<file path="config.mk">
export PLATFORM = sky130hd
export DESIGN_NAME = bdm_top
export DESIGN_NICKNAME = d
export VERILOG_FILES = /design/src/logic/bdm_pkg.sv /design/src/logic/bdm_debounce.sv /design/src/logic/bdm_top.sv
export SDC_FILE = /design/constraint.sdc
export NUM_CORES = 1
export LEC_CHECK = 0
export BUFFER_PORTS_ARGS = -buffer_cell sky130_fd_sc_hd__buf_2
export CORE_AREA = 2 2 120 111
export DETAILED_ROUTE_END_ITERATION = 10
export DIE_AREA = 0 0 122 113
export REMOVE_ABC_BUFFERS = 1
export SYNTH_ARGS = -nofsm -noshare
export SYNTH_HDL_FRONTEND = slang
export SYNTH_SLANG_ARGS = --single-unit
export TNS_END_PERCENT = 30
</file>
<file path="constraint.sdc">
create_clock -name pclk -period 3.1 [get_ports pclk]
set_input_delay 0.62 -clock pclk [delete_from_list [all_inputs] [get_ports pclk]]
set_output_delay 0.62 -clock pclk [all_outputs]
set_load 0.05 [all_outputs]
</file>
<file path="src/logic/bdm_pkg.sv">
// Constants and types for the buck scaling and mode controller
package bdm_pkg;

   // ****************************************************************
   // Timing
   // ****************************************************************
   localparam int unsigned CLK_PERIOD_NS = 10;     // 100 MHz bus clock
   localparam int unsigned STEP_UV       = 12500;  // One code in uV
   localparam int unsigned STEP_FAST_NS  = 2000;   // Step period, speed 0
   localparam int unsigned STEP_SLOW_NS  = 4000;   // Step period, speed 1
   localparam int unsigned DEBOUNCE_US   = 8000;   // Current limit debounce
   localparam int unsigned STEP_FAST_CYC = STEP_FAST_NS / CLK_PERIOD_NS;
   localparam int unsigned STEP_SLOW_CYC = STEP_SLOW_NS / CLK_PERIOD_NS;
   localparam int unsigned DEBOUNCE_CYC  =
      (DEBOUNCE_US * 1000) / CLK_PERIOD_NS;

   // ****************************************************************
   // Widths and counter limits
   // ****************************************************************
   localparam int CODE_W     = 6;                  // Voltage code width
   localparam int STEP_CNT_W = 9;                  // Step timer width
   localparam int DEB_CNT_W  = 20;                 // Debounce timer width
   localparam logic [STEP_CNT_W-1:0] STEP_FAST_LAST =
      STEP_CNT_W'(STEP_FAST_CYC - 1);
   localparam logic [STEP_CNT_W-1:0] STEP_SLOW_LAST =
      STEP_CNT_W'(STEP_SLOW_CYC - 1);

   // ****************************************************************
   // Register map (byte addresses)
   // ****************************************************************
   localparam logic [11:0] OFS_CTRL = 12'h000;     // Mode control bits
   localparam logic [11:0] OFS_RUN  = 12'h004;     // Run voltage code
   localparam logic [11:0] OFS_STBY = 12'h008;     // Standby voltage code
   localparam logic [11:0] OFS_SLP  = 12'h00c;     // Sleep voltage code
   localparam logic [11:0] OFS_STAT = 12'h010;     // Live state, read only
   localparam logic [11:0] OFS_ILIM = 12'h014;     // Current limit flags

   // Control field positions and reset value
   localparam int CTRL_W           = 7;
   localparam int CTRL_EN_BIT      = 0;
   localparam int CTRL_STBY_BIT    = 1;
   localparam int CTRL_SLP_BIT     = 2;
   localparam int CTRL_LPWR_BIT    = 3;
   localparam int CTRL_FPWM_BIT    = 4;
   localparam int CTRL_SPEED_BIT   = 5;
   localparam int CTRL_FALL_BIT    = 6;
   localparam logic [CTRL_W-1:0] CTRL_RST = 7'h01;
   localparam logic [CODE_W-1:0] CODE_RST = 6'h00;

   // Status field positions
   localparam int STAT_REF_LSB  = 0;
   localparam int STAT_RAMP_BIT = 8;
   localparam int STAT_MODE_LSB = 9;
   localparam int STAT_CFG_BIT  = 11;
   localparam int ILIM_STAT_BIT = 0;
   localparam int ILIM_HS_BIT   = 1;
   localparam int ILIM_LS_BIT   = 2;

   // ****************************************************************
   // Types
   // ****************************************************************
   typedef struct packed {
      logic fpwm_fall;     // Force PWM on falling ramp
      logic step_slow;     // Step speed select
      logic forced_pwm;    // Forced PWM select
      logic low_power;     // Low power select
      logic sleep_en;      // Sleep enable
      logic standby_en;    // Standby enable
      logic reg_en;        // Regulator enable
   } bdm_ctrl_t;

   typedef enum logic [1:0] {
      PS_DISABLED, PS_RUN, PS_STANDBY, PS_SLEEP
   } bdm_pstate_t;

   typedef enum logic [1:0] {
      MODE_OFF, MODE_ADAPTIVE, MODE_FPWM, MODE_LOWPOWER
   } bdm_mode_t;

   typedef enum logic [2:0] {
      SEL_CTRL, SEL_RUN, SEL_STBY, SEL_SLP, SEL_STAT, SEL_ILIM, SEL_NONE
   } bdm_sel_t;

   typedef struct packed {
      logic reg_on;        // Power stage enabled
      logic discharge_on;  // Output pull-down active
      logic forced_pwm;    // Forced PWM switching
      logic dcm_active;    // Pulse skipping at light load
      logic low_bias;      // Reduced comparator bias
      logic scaling_ref;   // Scaling reference selected
      logic soft_start;    // Fixed reference with soft-start
   } bdm_drive_t;

endpackage : bdm_pkg

</file>
<file path="src/logic/bdm_debounce.sv">
// Persistence timer for the switch current limit fault
`timescale 1ns/10ps
module bdm_debounce
#(
   parameter int unsigned LIMIT = bdm_pkg::DEBOUNCE_CYC
)
(
   // Clock and reset
   input  wire logic pclk,
   input  wire logic presetn,
   // Fault level and result
   input  wire logic fault,
   output logic      expired
);
   import bdm_pkg::*;

   // ****************************************************************
   // Persistence counter
   // ****************************************************************
   localparam logic [DEB_CNT_W-1:0] LAST = DEB_CNT_W'(LIMIT);

   logic [DEB_CNT_W-1:0] cnt_r;   // Cycles the fault has stood
   logic                 exp_r;   // Fault outlasted the window

   // Count while the fault stands, restart on any gap
   always_ff @(posedge pclk or negedge presetn)
   begin
      if (!presetn)
      begin
         cnt_r <= '0;
      end
      else if (!fault)
      begin
         cnt_r <= '0;
      end
      else if (cnt_r != LAST)
      begin
         // Saturate so a long fault never wraps back
         cnt_r <= cnt_r + 1'b1;
      end
   end

   // Expiry needs the fault to stand past the full window
   always_ff @(posedge pclk or negedge presetn)
   begin
      if (!presetn)
      begin
         exp_r <= 1'b0;
      end
      else
      begin
         exp_r <= fault && (cnt_r == LAST);
      end
   end

   assign expired = exp_r;

endmodule // bdm_debounce

</file>
<file path="src/logic/bdm_top.sv">
// Scaling, mode decode and current limit control for one buck regulator
`timescale 1ns/10ps
module bdm_top
#(
   parameter int unsigned DEBOUNCE_CYCLES = bdm_pkg::DEBOUNCE_CYC
)
(
   // Clock and reset
   input  wire logic                         pclk,
   input  wire logic                         presetn,
   // APB slave
   input  wire logic                         psel,
   input  wire logic                         penable,
   input  wire logic                         pwrite,
   input  wire logic [11:0]                  paddr,
   input  wire logic [31:0]                  pwdata,
   output logic [31:0]                       prdata,
   output logic                              pready,
   output logic                              pslverr,
   // Power state and configuration
   input  wire bdm_pkg::bdm_pstate_t         power_state,
   input  wire logic                         scaling_disable_config,
   input  wire logic [bdm_pkg::CODE_W-1:0]   programmed_voltage_code,
   // Analog sense
   input  wire logic                         light_load,
   input  wire logic                         cycle_start,
   input  wire logic                         hs_over_limit,
   input  wire logic                         ls_over_limit,
   // Converter control
   output logic [bdm_pkg::CODE_W-1:0]        ref_code,
   output bdm_pkg::bdm_drive_t               drive,
   output logic                              hs_switch_off,
   output logic                              ls_switch_off
);
   import bdm_pkg::*;

   // ****************************************************************
   // Helper functions
   // ****************************************************************

   // Address decode, shared by the read and write paths
   function automatic bdm_sel_t reg_sel(input logic [11:0] a);
      bdm_sel_t s;
      s = SEL_NONE;
      unique case (a)
         OFS_CTRL: s = SEL_CTRL;
         OFS_RUN:  s = SEL_RUN;
         OFS_STBY: s = SEL_STBY;
         OFS_SLP:  s = SEL_SLP;
         OFS_STAT: s = SEL_STAT;
         OFS_ILIM: s = SEL_ILIM;
         default:  s = SEL_NONE;
      endcase
      return s;
   endfunction

   // Operating mode from power state and control bits
   function automatic bdm_mode_t decode_mode(input bdm_pstate_t st,
                                             input bdm_ctrl_t   c);
      bdm_mode_t m;
      logic      on;
      m  = MODE_OFF;
      on = 1'b0;
      unique case (st)
         PS_RUN:     on = c.reg_en;
         PS_STANDBY: on = c.reg_en && c.standby_en;
         PS_SLEEP:   on = c.reg_en && c.sleep_en;
         PS_DISABLED: on = 1'b0;
      endcase
      if (!on)
         m = MODE_OFF;
      else if (c.forced_pwm)
         m = MODE_FPWM;
      else if (c.low_power && st != PS_RUN)
         m = MODE_LOWPOWER;
      else
         m = MODE_ADAPTIVE;
      return m;
   endfunction

   // ****************************************************************
   // Declarations
   // ****************************************************************
   bdm_ctrl_t             ctrl_r;       // Mode control register
   logic [CODE_W-1:0]     run_code_r;   // Run voltage code
   logic [CODE_W-1:0]     stby_code_r;  // Standby voltage code
   logic [CODE_W-1:0]     slp_code_r;   // Sleep voltage code
   logic [CODE_W-1:0]     ref_r;        // Reference code driven out
   logic [STEP_CNT_W-1:0] step_cnt_r;   // Step interval timer
   bdm_pstate_t           prev_state_r; // State one cycle ago
   bdm_drive_t            drive_r;      // Registered stage controls
   logic                  hs_off_r;     // High-side blanked this cycle
   logic                  ls_off_r;     // Low-side blanked this cycle
   logic                  ilim_stat_r;  // Sticky debounced fault
   logic [31:0]           prdata_r;     // Read data
   logic                  pslverr_r;    // Error answer

   bdm_sel_t              sel;          // Decoded register
   logic                  wr_en;        // Write takes effect
   logic                  code_wr_ok;   // Voltage fields writable
   logic                  startup;      // Disabled to run edge
   logic [CODE_W-1:0]     target;       // Selected target code
   logic                  ramping;      // Reference short of target
   logic                  falling;      // Ramp heading down
   logic [STEP_CNT_W-1:0] step_last;    // Last count of the interval
   bdm_mode_t             mode;         // Decoded operating mode
   logic                  fault_long;   // Fault outlasted debounce
   logic [31:0]           rd_val;       // Read mux
   logic                  scaling_on;   // Scaling configuration

   // ****************************************************************
   // APB decode
   // ****************************************************************
   assign sel        = reg_sel(paddr);
   assign wr_en      = psel && penable && pwrite && (sel != SEL_NONE);
   assign scaling_on = !scaling_disable_config;
   // Fields lock when scaling is off
   assign code_wr_ok = scaling_on;
   assign startup    = (prev_state_r == PS_DISABLED)
                       && (power_state == PS_RUN);

   // Zero wait states: every access completes in its first cycle
   assign pready  = 1'b1;
   assign prdata  = prdata_r;
   assign pslverr = pslverr_r;

   // Read value, unused bits read zero
   always_comb
   begin
      rd_val = '0;
      unique case (sel)
         SEL_CTRL: rd_val[CTRL_W-1:0] = ctrl_r;
         SEL_RUN:  rd_val[CODE_W-1:0] = run_code_r;
         SEL_STBY: rd_val[CODE_W-1:0] = stby_code_r;
         SEL_SLP:  rd_val[CODE_W-1:0] = slp_code_r;
         SEL_STAT:
         begin
            rd_val[STAT_REF_LSB +: CODE_W] = ref_r;
            rd_val[STAT_RAMP_BIT]          = ramping;
            rd_val[STAT_MODE_LSB +: 2]     = mode;
            rd_val[STAT_CFG_BIT]           = scaling_disable_config;
         end
         SEL_ILIM:
         begin
            rd_val[ILIM_STAT_BIT] = ilim_stat_r;
            rd_val[ILIM_HS_BIT]   = hs_off_r;
            rd_val[ILIM_LS_BIT]   = ls_off_r;
         end
         default: rd_val = '0;
      endcase
   end

   // Read data and error are captured in the setup cycle
   always_ff @(posedge pclk or negedge presetn)
   begin
      if (!presetn)
      begin
         prdata_r  <= '0;
         pslverr_r <= 1'b0;
      end
      else if (psel && !penable)
      begin
         prdata_r  <= pwrite ? 32'h0000_0000 : rd_val;
         pslverr_r <= (sel == SEL_NONE);
      end
      else if (!psel)
      begin
         pslverr_r <= 1'b0;
      end
   end

   // ****************************************************************
   // Control register
   // ****************************************************************

   always_ff @(posedge pclk or negedge presetn)
   begin
      if (!presetn)
         ctrl_r <= CTRL_RST;
      else if (wr_en && sel == SEL_CTRL)
         ctrl_r <= pwdata[CTRL_W-1:0];
   end

   // ****************************************************************
   // Voltage code fields
   // ****************************************************************

   // Power state history for the start-up edge
   always_ff @(posedge pclk or negedge presetn)
   begin
      if (!presetn)
         prev_state_r <= PS_DISABLED;
      else
         prev_state_r <= power_state;
   end

   // Start-up copy wins over a host write in the same cycle
   always_ff @(posedge pclk or negedge presetn)
   begin
      if (!presetn)
      begin
         run_code_r  <= CODE_RST;
         stby_code_r <= CODE_RST;
         slp_code_r  <= CODE_RST;
      end
      else if (startup)
      begin
         run_code_r  <= programmed_voltage_code;
         stby_code_r <= programmed_voltage_code;
         slp_code_r  <= programmed_voltage_code;
      end
      else if (wr_en && code_wr_ok)
      begin
         if (sel == SEL_RUN)
            run_code_r <= pwdata[CODE_W-1:0];
         if (sel == SEL_STBY)
            stby_code_r <= pwdata[CODE_W-1:0];
         if (sel == SEL_SLP)
            slp_code_r <= pwdata[CODE_W-1:0];
      end
   end

   // ****************************************************************
   // Target selection and reference ramp
   // ****************************************************************

   // Target follows the power state
   always_comb
   begin
      target = run_code_r;
      unique case (power_state)
         PS_RUN:      target = run_code_r;
         PS_STANDBY:  target = stby_code_r;
         PS_SLEEP:    target = slp_code_r;
         PS_DISABLED: target = run_code_r;
      endcase
   end

   assign ramping   = (ref_r != target);
   assign falling   = ramping && (target < ref_r);
   assign step_last = ctrl_r.step_slow ? STEP_SLOW_LAST : STEP_FAST_LAST;

   // Interval timer; restarts whenever the reference is settled
   always_ff @(posedge pclk or negedge presetn)
   begin
      if (!presetn)
         step_cnt_r <= '0;
      else if (!ramping || !scaling_on || step_cnt_r >= step_last)
         step_cnt_r <= '0;
      else
         step_cnt_r <= step_cnt_r + 1'b1;
   end

   // Reference moves one code per interval while scaling is on
   always_ff @(posedge pclk or negedge presetn)
   begin
      if (!presetn)
         ref_r <= CODE_RST;
      else if (!scaling_on)
         ref_r <= target;
      else if (ramping && step_cnt_r >= step_last)
      begin
         if (falling)
            ref_r <= ref_r - 1'b1;
         else
            ref_r <= ref_r + 1'b1;
      end
   end

   assign ref_code = ref_r;

   // ****************************************************************
   // Mode decode and stage controls
   // ****************************************************************

   assign mode = decode_mode(power_state, ctrl_r);

   // Stage controls are registered to keep glitches off the analog side
   always_ff @(posedge pclk or negedge presetn)
   begin
      if (!presetn)
      begin
         drive_r <= '0;
         drive_r.discharge_on <= 1'b1;
      end
      else
      begin
         drive_r.reg_on       <= (mode != MODE_OFF);
         drive_r.discharge_on <= (mode == MODE_OFF);
         drive_r.forced_pwm   <= (mode == MODE_FPWM)
                                 || ((mode != MODE_OFF) && scaling_on
                                     && ctrl_r.fpwm_fall && falling);
         drive_r.dcm_active   <= (mode == MODE_ADAPTIVE) && light_load
                                 && !(scaling_on && ctrl_r.fpwm_fall
                                      && falling);
         drive_r.low_bias     <= (mode == MODE_LOWPOWER)
                                 && !(scaling_on && ctrl_r.fpwm_fall
                                      && falling);
         drive_r.scaling_ref  <= scaling_on;
         drive_r.soft_start   <= !scaling_on && (mode != MODE_OFF);
      end
   end

   assign drive = drive_r;

   // ****************************************************************
   // Current limit
   // ****************************************************************

   // Switch stays off to cycle end
   always_ff @(posedge pclk or negedge presetn)
   begin
      if (!presetn)
      begin
         hs_off_r <= 1'b0;
         ls_off_r <= 1'b0;
      end
      else
      begin
         // A hit in the start cycle keeps the switch off
         hs_off_r <= hs_over_limit || (hs_off_r && !cycle_start);
         ls_off_r <= ls_over_limit || (ls_off_r && !cycle_start);
      end
   end

   assign hs_switch_off = hs_off_r;
   assign ls_switch_off = ls_off_r;

   bdm_debounce #(
      .LIMIT   (DEBOUNCE_CYCLES)
   ) u_debounce (
      .pclk    (pclk),
      .presetn (presetn),
      .fault   (hs_off_r || ls_off_r),
      .expired (fault_long)
   );

   always_ff @(posedge pclk or negedge presetn)
   begin
      if (!presetn)
         ilim_stat_r <= 1'b0;
      else if (fault_long)
         ilim_stat_r <= 1'b1;
      // Write one to clear; a new expiry above wins
      else if (wr_en && sel == SEL_ILIM && pwdata[ILIM_STAT_BIT])
         ilim_stat_r <= 1'b0;
   end

endmodule // bdm_top

</file>
; Yosys cells after proc, flatten, opt, wreduce, memory -nomap -nowiden
; Index checks and enable logic that the tools add are counted.
; W data, S select, Z words.
[classes]
addsub = 4
magnitude_cmp = 2
eq_ne = 24
mux = 31
reduce_logical = 53
[ops]
columns = op, count
row1 = $mux W6, 12
row2 = $mux W20, 2
row3 = $pmux W3 S6, 2
row4 = $logic_and A1 B1 Y1, 26
row5 = $eq A12 B4 Y1 const B, 2
row6 = $eq A12 B5 Y1 const B, 2
row7 = $add A20 B1 Y20 const B, 1
row8 = $eq A20 B20 Y1 const B, 1
row9 = $ne A20 B20 Y1 const B, 1
row10 = $mux W9, 2
row11 = $pmux W6 S3, 1
row12 = $pmux W3 S5, 1
row13 = $reduce_bool A2 Y1, 7
row14 = $eq A12 B3 Y1 const B, 1
row15 = $logic_not A12 Y1, 1
row16 = $mux W12, 1
row17 = $add A9 B1 Y9 const B, 1
row18 = $eq A3 B3 Y1 const B, 3
row19 = $ge A9 B9 Y1, 1
row20 = $eq A2 B2 Y1 const B, 4
row21 = $add A6 B1 Y6 const B, 1
row22 = $eq A3 B2 Y1 const B, 2
row23 = $logic_not A2 Y1, 3
row24 = $logic_or A1 B1 Y1, 6
row25 = 16 further kinds, 30
[word_totals]
register_bits = 106
in_bits = 62
out_inout_bits = 49
wordCells = 141

; Depth between registers and ports, before layout
[depth]
word_depth = 10
ltp_mapped = 16
depth_no_buf = 15

; Cells and area by module
; Synthesis repeated with hierarchy kept, for this count alone.
[unflattened]
hier_cells = 505
hier_area_um2 = 4887.2
[by_module_without_submodules]
columns = module, instances, cells_per_inst, area_per_inst_um2, seq_area_each_um2
row1 = bdm_top, 1, 385, 3763.6, 1604.0
row2 = bdm_debounce, 1, 120, 1123.6, 525.5

; Least setup slack after synthesis
; No wires, ideal clock.
[synth_path]
path_kind = input to register
from = input power_state[0]
to = register ref_r[5] (netlist: ref_code[5])
setup_time_ns = 0.081
arrival_time_ns = 3.568
required_time_ns = 3.019
path_slack_ns = -0.549
cell_stages = 15
n_path_buf = 1
cell_sequence = buf_6 > mux2i_1 > nor2_1 > a21oi_1 > ha_1 > nand2b_1 > a2111oi_0 > o31a_1 > ha_1 > a211oi_1 > o21bai_1 > a21oi_1 > xor2_1 > or3_1 > a31oi_2
[synth_between]
elab_chain_len = 8
elab_cells_between_ends = 14
cone_classes = order compare (1) / eq/ne (4) / mux (4) / reduce/logical (5)
[synth_lines]
columns = item, line_no
row1 = "start, declared", bdm_top.sv:21  ; input wire bdm_pkg::bdm_pstate_t power_state,
row2 = $eq A2 B1 Y1 or $logic_not A2 Y1 (tied branches), bdm_top.sv:231  ; unique case (power_state)
row3 = $reduce_or A2 Y1 (no source line), -
row4 = $pmux W6 S3 (*), bdm_top.sv:231
row5 = $lt A6 B6 Y1 or $ne A6 B6 Y1 (tied branches), "bdm_top.sv:240, bdm_top.sv:239"
row6 = $logic_and A1 B1 Y1, bdm_top.sv:240  ; assign falling = ramping && (target < ref_r);
row7 = $mux W6, bdm_top.sv:263  ; if (falling)
row8 = $mux W6, bdm_top.sv:261  ; else if (ramping && step_cnt_r >= step_last)
row9 = $mux W6, bdm_top.sv:259  ; else if (!scaling_on)
row10 = "end signal, assigned", bdm_top.sv:260  ; ref_r <= target;
row11 = "end signal, assigned", bdm_top.sv:264  ; ref_r <= ref_r - 1'b1;
row12 = "end signal, assigned", bdm_top.sv:266  ; ref_r <= ref_r + 1'b1;
row13 = "end, declared", bdm_top.sv:88  ; logic [CODE_W-1:0] ref_r;
; Every way passes the cells marked *; elsewhere a longest branch is shown, timed or not. The select of a mux whose other input is x is not followed.
; A chain may end at the register's enable or synchronous reset.

; Final worst setup path
; Ends and elaborated chain as after synthesis.

==> results.toml <==
[sta]
fin_crit_sh_pct = 102
timing.hold.ws_ns = 0.313
hold_viol_final = 0
min_period_ns = 3.15
tightest_slew_ns = 0.689
relSlewSlack_pct = 53.9
finalWorstSetupSlack_ns = -0.0513
setup_violations = 1
rsz0062_at_grt = "yes"
fin_skew_ns = 0.00592
drv_slew = 0
fmax_mhz = 317

[pwr]
total_leakage_power_uw = 0.00291
ir_worst_vdd_uv = 276
power_density_nw_per_um2 = 601

[synth]
yosys.area.top_type = "dfrtp_1"
synth-async-reset-ratio_pct = 100
avgSynthCellArea_um2 = 9.69
synth_area_leaders = "dfrtp_1 (43%), nor2_1 (5.8%), mux2i_1 (5.2%)"
synth_cell_types = 63
synth_cells = 495
ys_seq_elements = 85
synth_edf_count = 0
yosys_warnings = 0
synth_top_area_share_pct = 43.3
yosysSeqAreaShare_pct = 44.4
synthFlopType = "dfrtp_1"
netlist_area_um2 = 4790

[placement]
dp_hpwl_mm = 8.45
dpl-instance-area_um2 = 5450
globalplace.congestion = 0.870
port_buffers = 63

[die]
start_util_pct = 38.5
core.rowCount = 39
dieArea_um2 = 13800
io_pins = 111
die_h_um = 113
core_region_area_um2 = 12400
die-width_um = 122

[detailed_routing]
dr.pass1.iters = 5
drt-initial-drc-count = 206
viasPerCell = 5.06
dr_total_vias = 3892
routedWlPerCell_um = 14.9
drtAntennaViolNets = 0
drc = 0
totalWireLength_mm = 11.5

[global_routing]
gr-total-overflow = 0
grt_max_degree = 51
grt_pass1_wl_mm = 19.0
first_global_vias = 3798
antenna_found_initial = 0
grt_usage_pct = 17.6

[flow_run]
maxCapViolations = 0

[setup_path]
start_kind = "input port"
arrival_ns = 3.41
crit_type = "in2reg"
rrSetupSlack_ns = -0.05
path_max_fanout = 6
worstPathRequired_ns = 3.36
rr_worst_depth = 14
end_kind = "register"

[finish]
design_area_um2 = 5920
area_delta_synth_final_pct = 23.4
drive_gt1_share_pct = 27.4
n_fill_cell = 1145
multi_input_area_um2 = 2470
nets = 680
diodes = 0
ff_latch_area_um2 = 2130

[clock_tree]
cts_inserted_buffers = 9
clock_latency_ns = 0.34
ctsHtreeMaxLevel = 3
cts_buffer_depth = 2
cts-root-buf = "clkbuf_16"
cts_tree = "built"
clkSinkCount = 85
path_clk_slew_ns = 0.06

[outcome]
status = "finished, violations left"
violations = "setup timing"

[worst_hold_path]
min-delay-path-class = "in2async"
-- cells by family (layout without fill, tap and decap cells) --
kind of cell,after synthesis,after routing,share of synthesized area [%]
AOI/OAI and AO/OA,89,89,12.1
xor gates and xnor gates,27,27,4.93
adders and majority gates,18,18,4.85
buffers and inverters,63,153,7.46
DFF,85,85,44.4
muxes,35,35,8.12
other,2,22,0.157
and+or+nand+nor,176,176,18.0
-- Yosys cell counts (all sizes together), types with 3 or more instances --
library cell / number
inv: 28
a22o: 3
a21oi: 34
nor2: 75
nand3: 15
a31oi: 3
o31ai: 5
nand4: 9
xnor2: 6
mux2i: 25
or3: 3
xor2: 21
nor4: 5
o21ai: 21
nand2b: 4
nand2: 35
nor3: 11
dfrtp: 83
and3: 6
a211oi: 5
clkbuf: 6
a22oi: 3
a21o: 6
ha: 17
and4: 3
mux2: 10
buf: 28
-- through the flow --
stage                     instances  total power (uW)  setup TNS (ns)  util [%]  setup WS, ns
after floorplan                 481              1870          -0.451         -        -0.412
after global placement          747              2260           -2.43      43.8        -0.734
after detailed placement        747              2280           -2.98      43.8        -0.870
after CTS                       769              3570         -0.0256      47.5       -0.0256
after global routing            769              3750          -0.436      47.6        -0.213
final                           769              3560         -0.0513      47.6       -0.0513
-- placed cells by master, fill, tap and decap left out, types with 4 or more instances in the layout --
cell       Yosys  layout
buf_2          1      61
mux2i_1       25      24
dfrtp_1       83      83
xnor2_1        6       6
a21oi_2        2       6
o21ai_0       14      13
nor4_1         4       4
and3_1         5       5
a21oi_1       32      28
o31ai_1        5       5
nand4_1        8       8
buf_4         23      44
nand2_1       35      35
clkbuf_16      0       9
a211oi_1       5       4
nor2_1        74      74
a21o_1         5       5
nand3_1       15      15
ha_1          17      15
xor2_1        21      21
o21ai_1        6       6
mux2_4         7       7
conb_1         2      22
nor3_1        10       9
inv_1         28      28
-- metal layers --
metal	routed length, um	global-route usage (%)	vias to the layer above
met5	0	0	-
met4	262	7.20	0
met3	656	3.63	21
met2	5320	28.1	108
met1	5220	23.2	1886
li1	-	-	1877
-- power breakdown --
part / internal, uW / leakage [uW] / total (uW) / switching, uW
Sequential: 1210 / 0.00109 / 1310 / 96.6
Combinational: 498 / 0.00166 / 1070 / 574
Clock: 747 / 0.000163 / 1180 / 428
Total: 2460 / 0.00291 / 3560 / 1100
-- worst paths after layout --
kind | start | end
min reg2reg | prdata[10]$_DFFE_PN0P_ | prdata[10]$_DFFE_PN0P_
max reg2reg | slp_code_r[0]$_DFFE_PN0P_ | ref_code[5]$_DFFE_PN0P_
max in group asynchronous | presetn | ls_switch_off$_DFF_PN0_
min in group pclk | ls_over_limit | ls_switch_off$_DFF_PN0_
min | presetn | prdata[10]$_DFFE_PN0P_
max | power_state[0] | ref_code[5]$_DFFE_PN0P_
-- area by class of cell --
class | instances | area share [%]
multi-input cells | 367 | 41.7
well taps | 164 | 3.47
inverters | 29 | 1.84
repair buffers | 108 | 11.5
flip-flops and latches | 85 | 36.0
clock inverters | 4 | 1.18
clock buffers | 12 | 4.33
-- worst max-delay path: stages --
cell and delay, ns:
buf_8 0.10, buf_6 0.13, buf_4 0.13, mux2i_2 0.18, a21oi_2 0.11, ha_1 0.30, nand2_1 0.07, o31a_1 0.35
ha_1 0.34, a211oi_2 0.24, o21bai_1 0.09, a21oi_1 0.15, xor2_1 0.10, or3_1 0.32, a31oi_2 0.18
-- sequential cells by signal, indices dropped and copies added, names as in the netlist, 2 cells and up --
signal            flops
stby_code_r           6
drive                 7
u_debounce.cnt_r     20
ctrl_r                7
slp_code_r            6
ref_code              6
step_cnt_r            9
prev_state_r          2
run_code_r            6
prdata               11
-- what timing repair did --
action	in CTS	in global routing
buffers inserted	6	0
pin swaps	8	1
gates cloned	0	0
gates resized for setup	18	1
hold buffers	0	0
setup endpoints to repair	4	4
hold endpoints to repair	0	0
(Power assumes the default switching activity.)
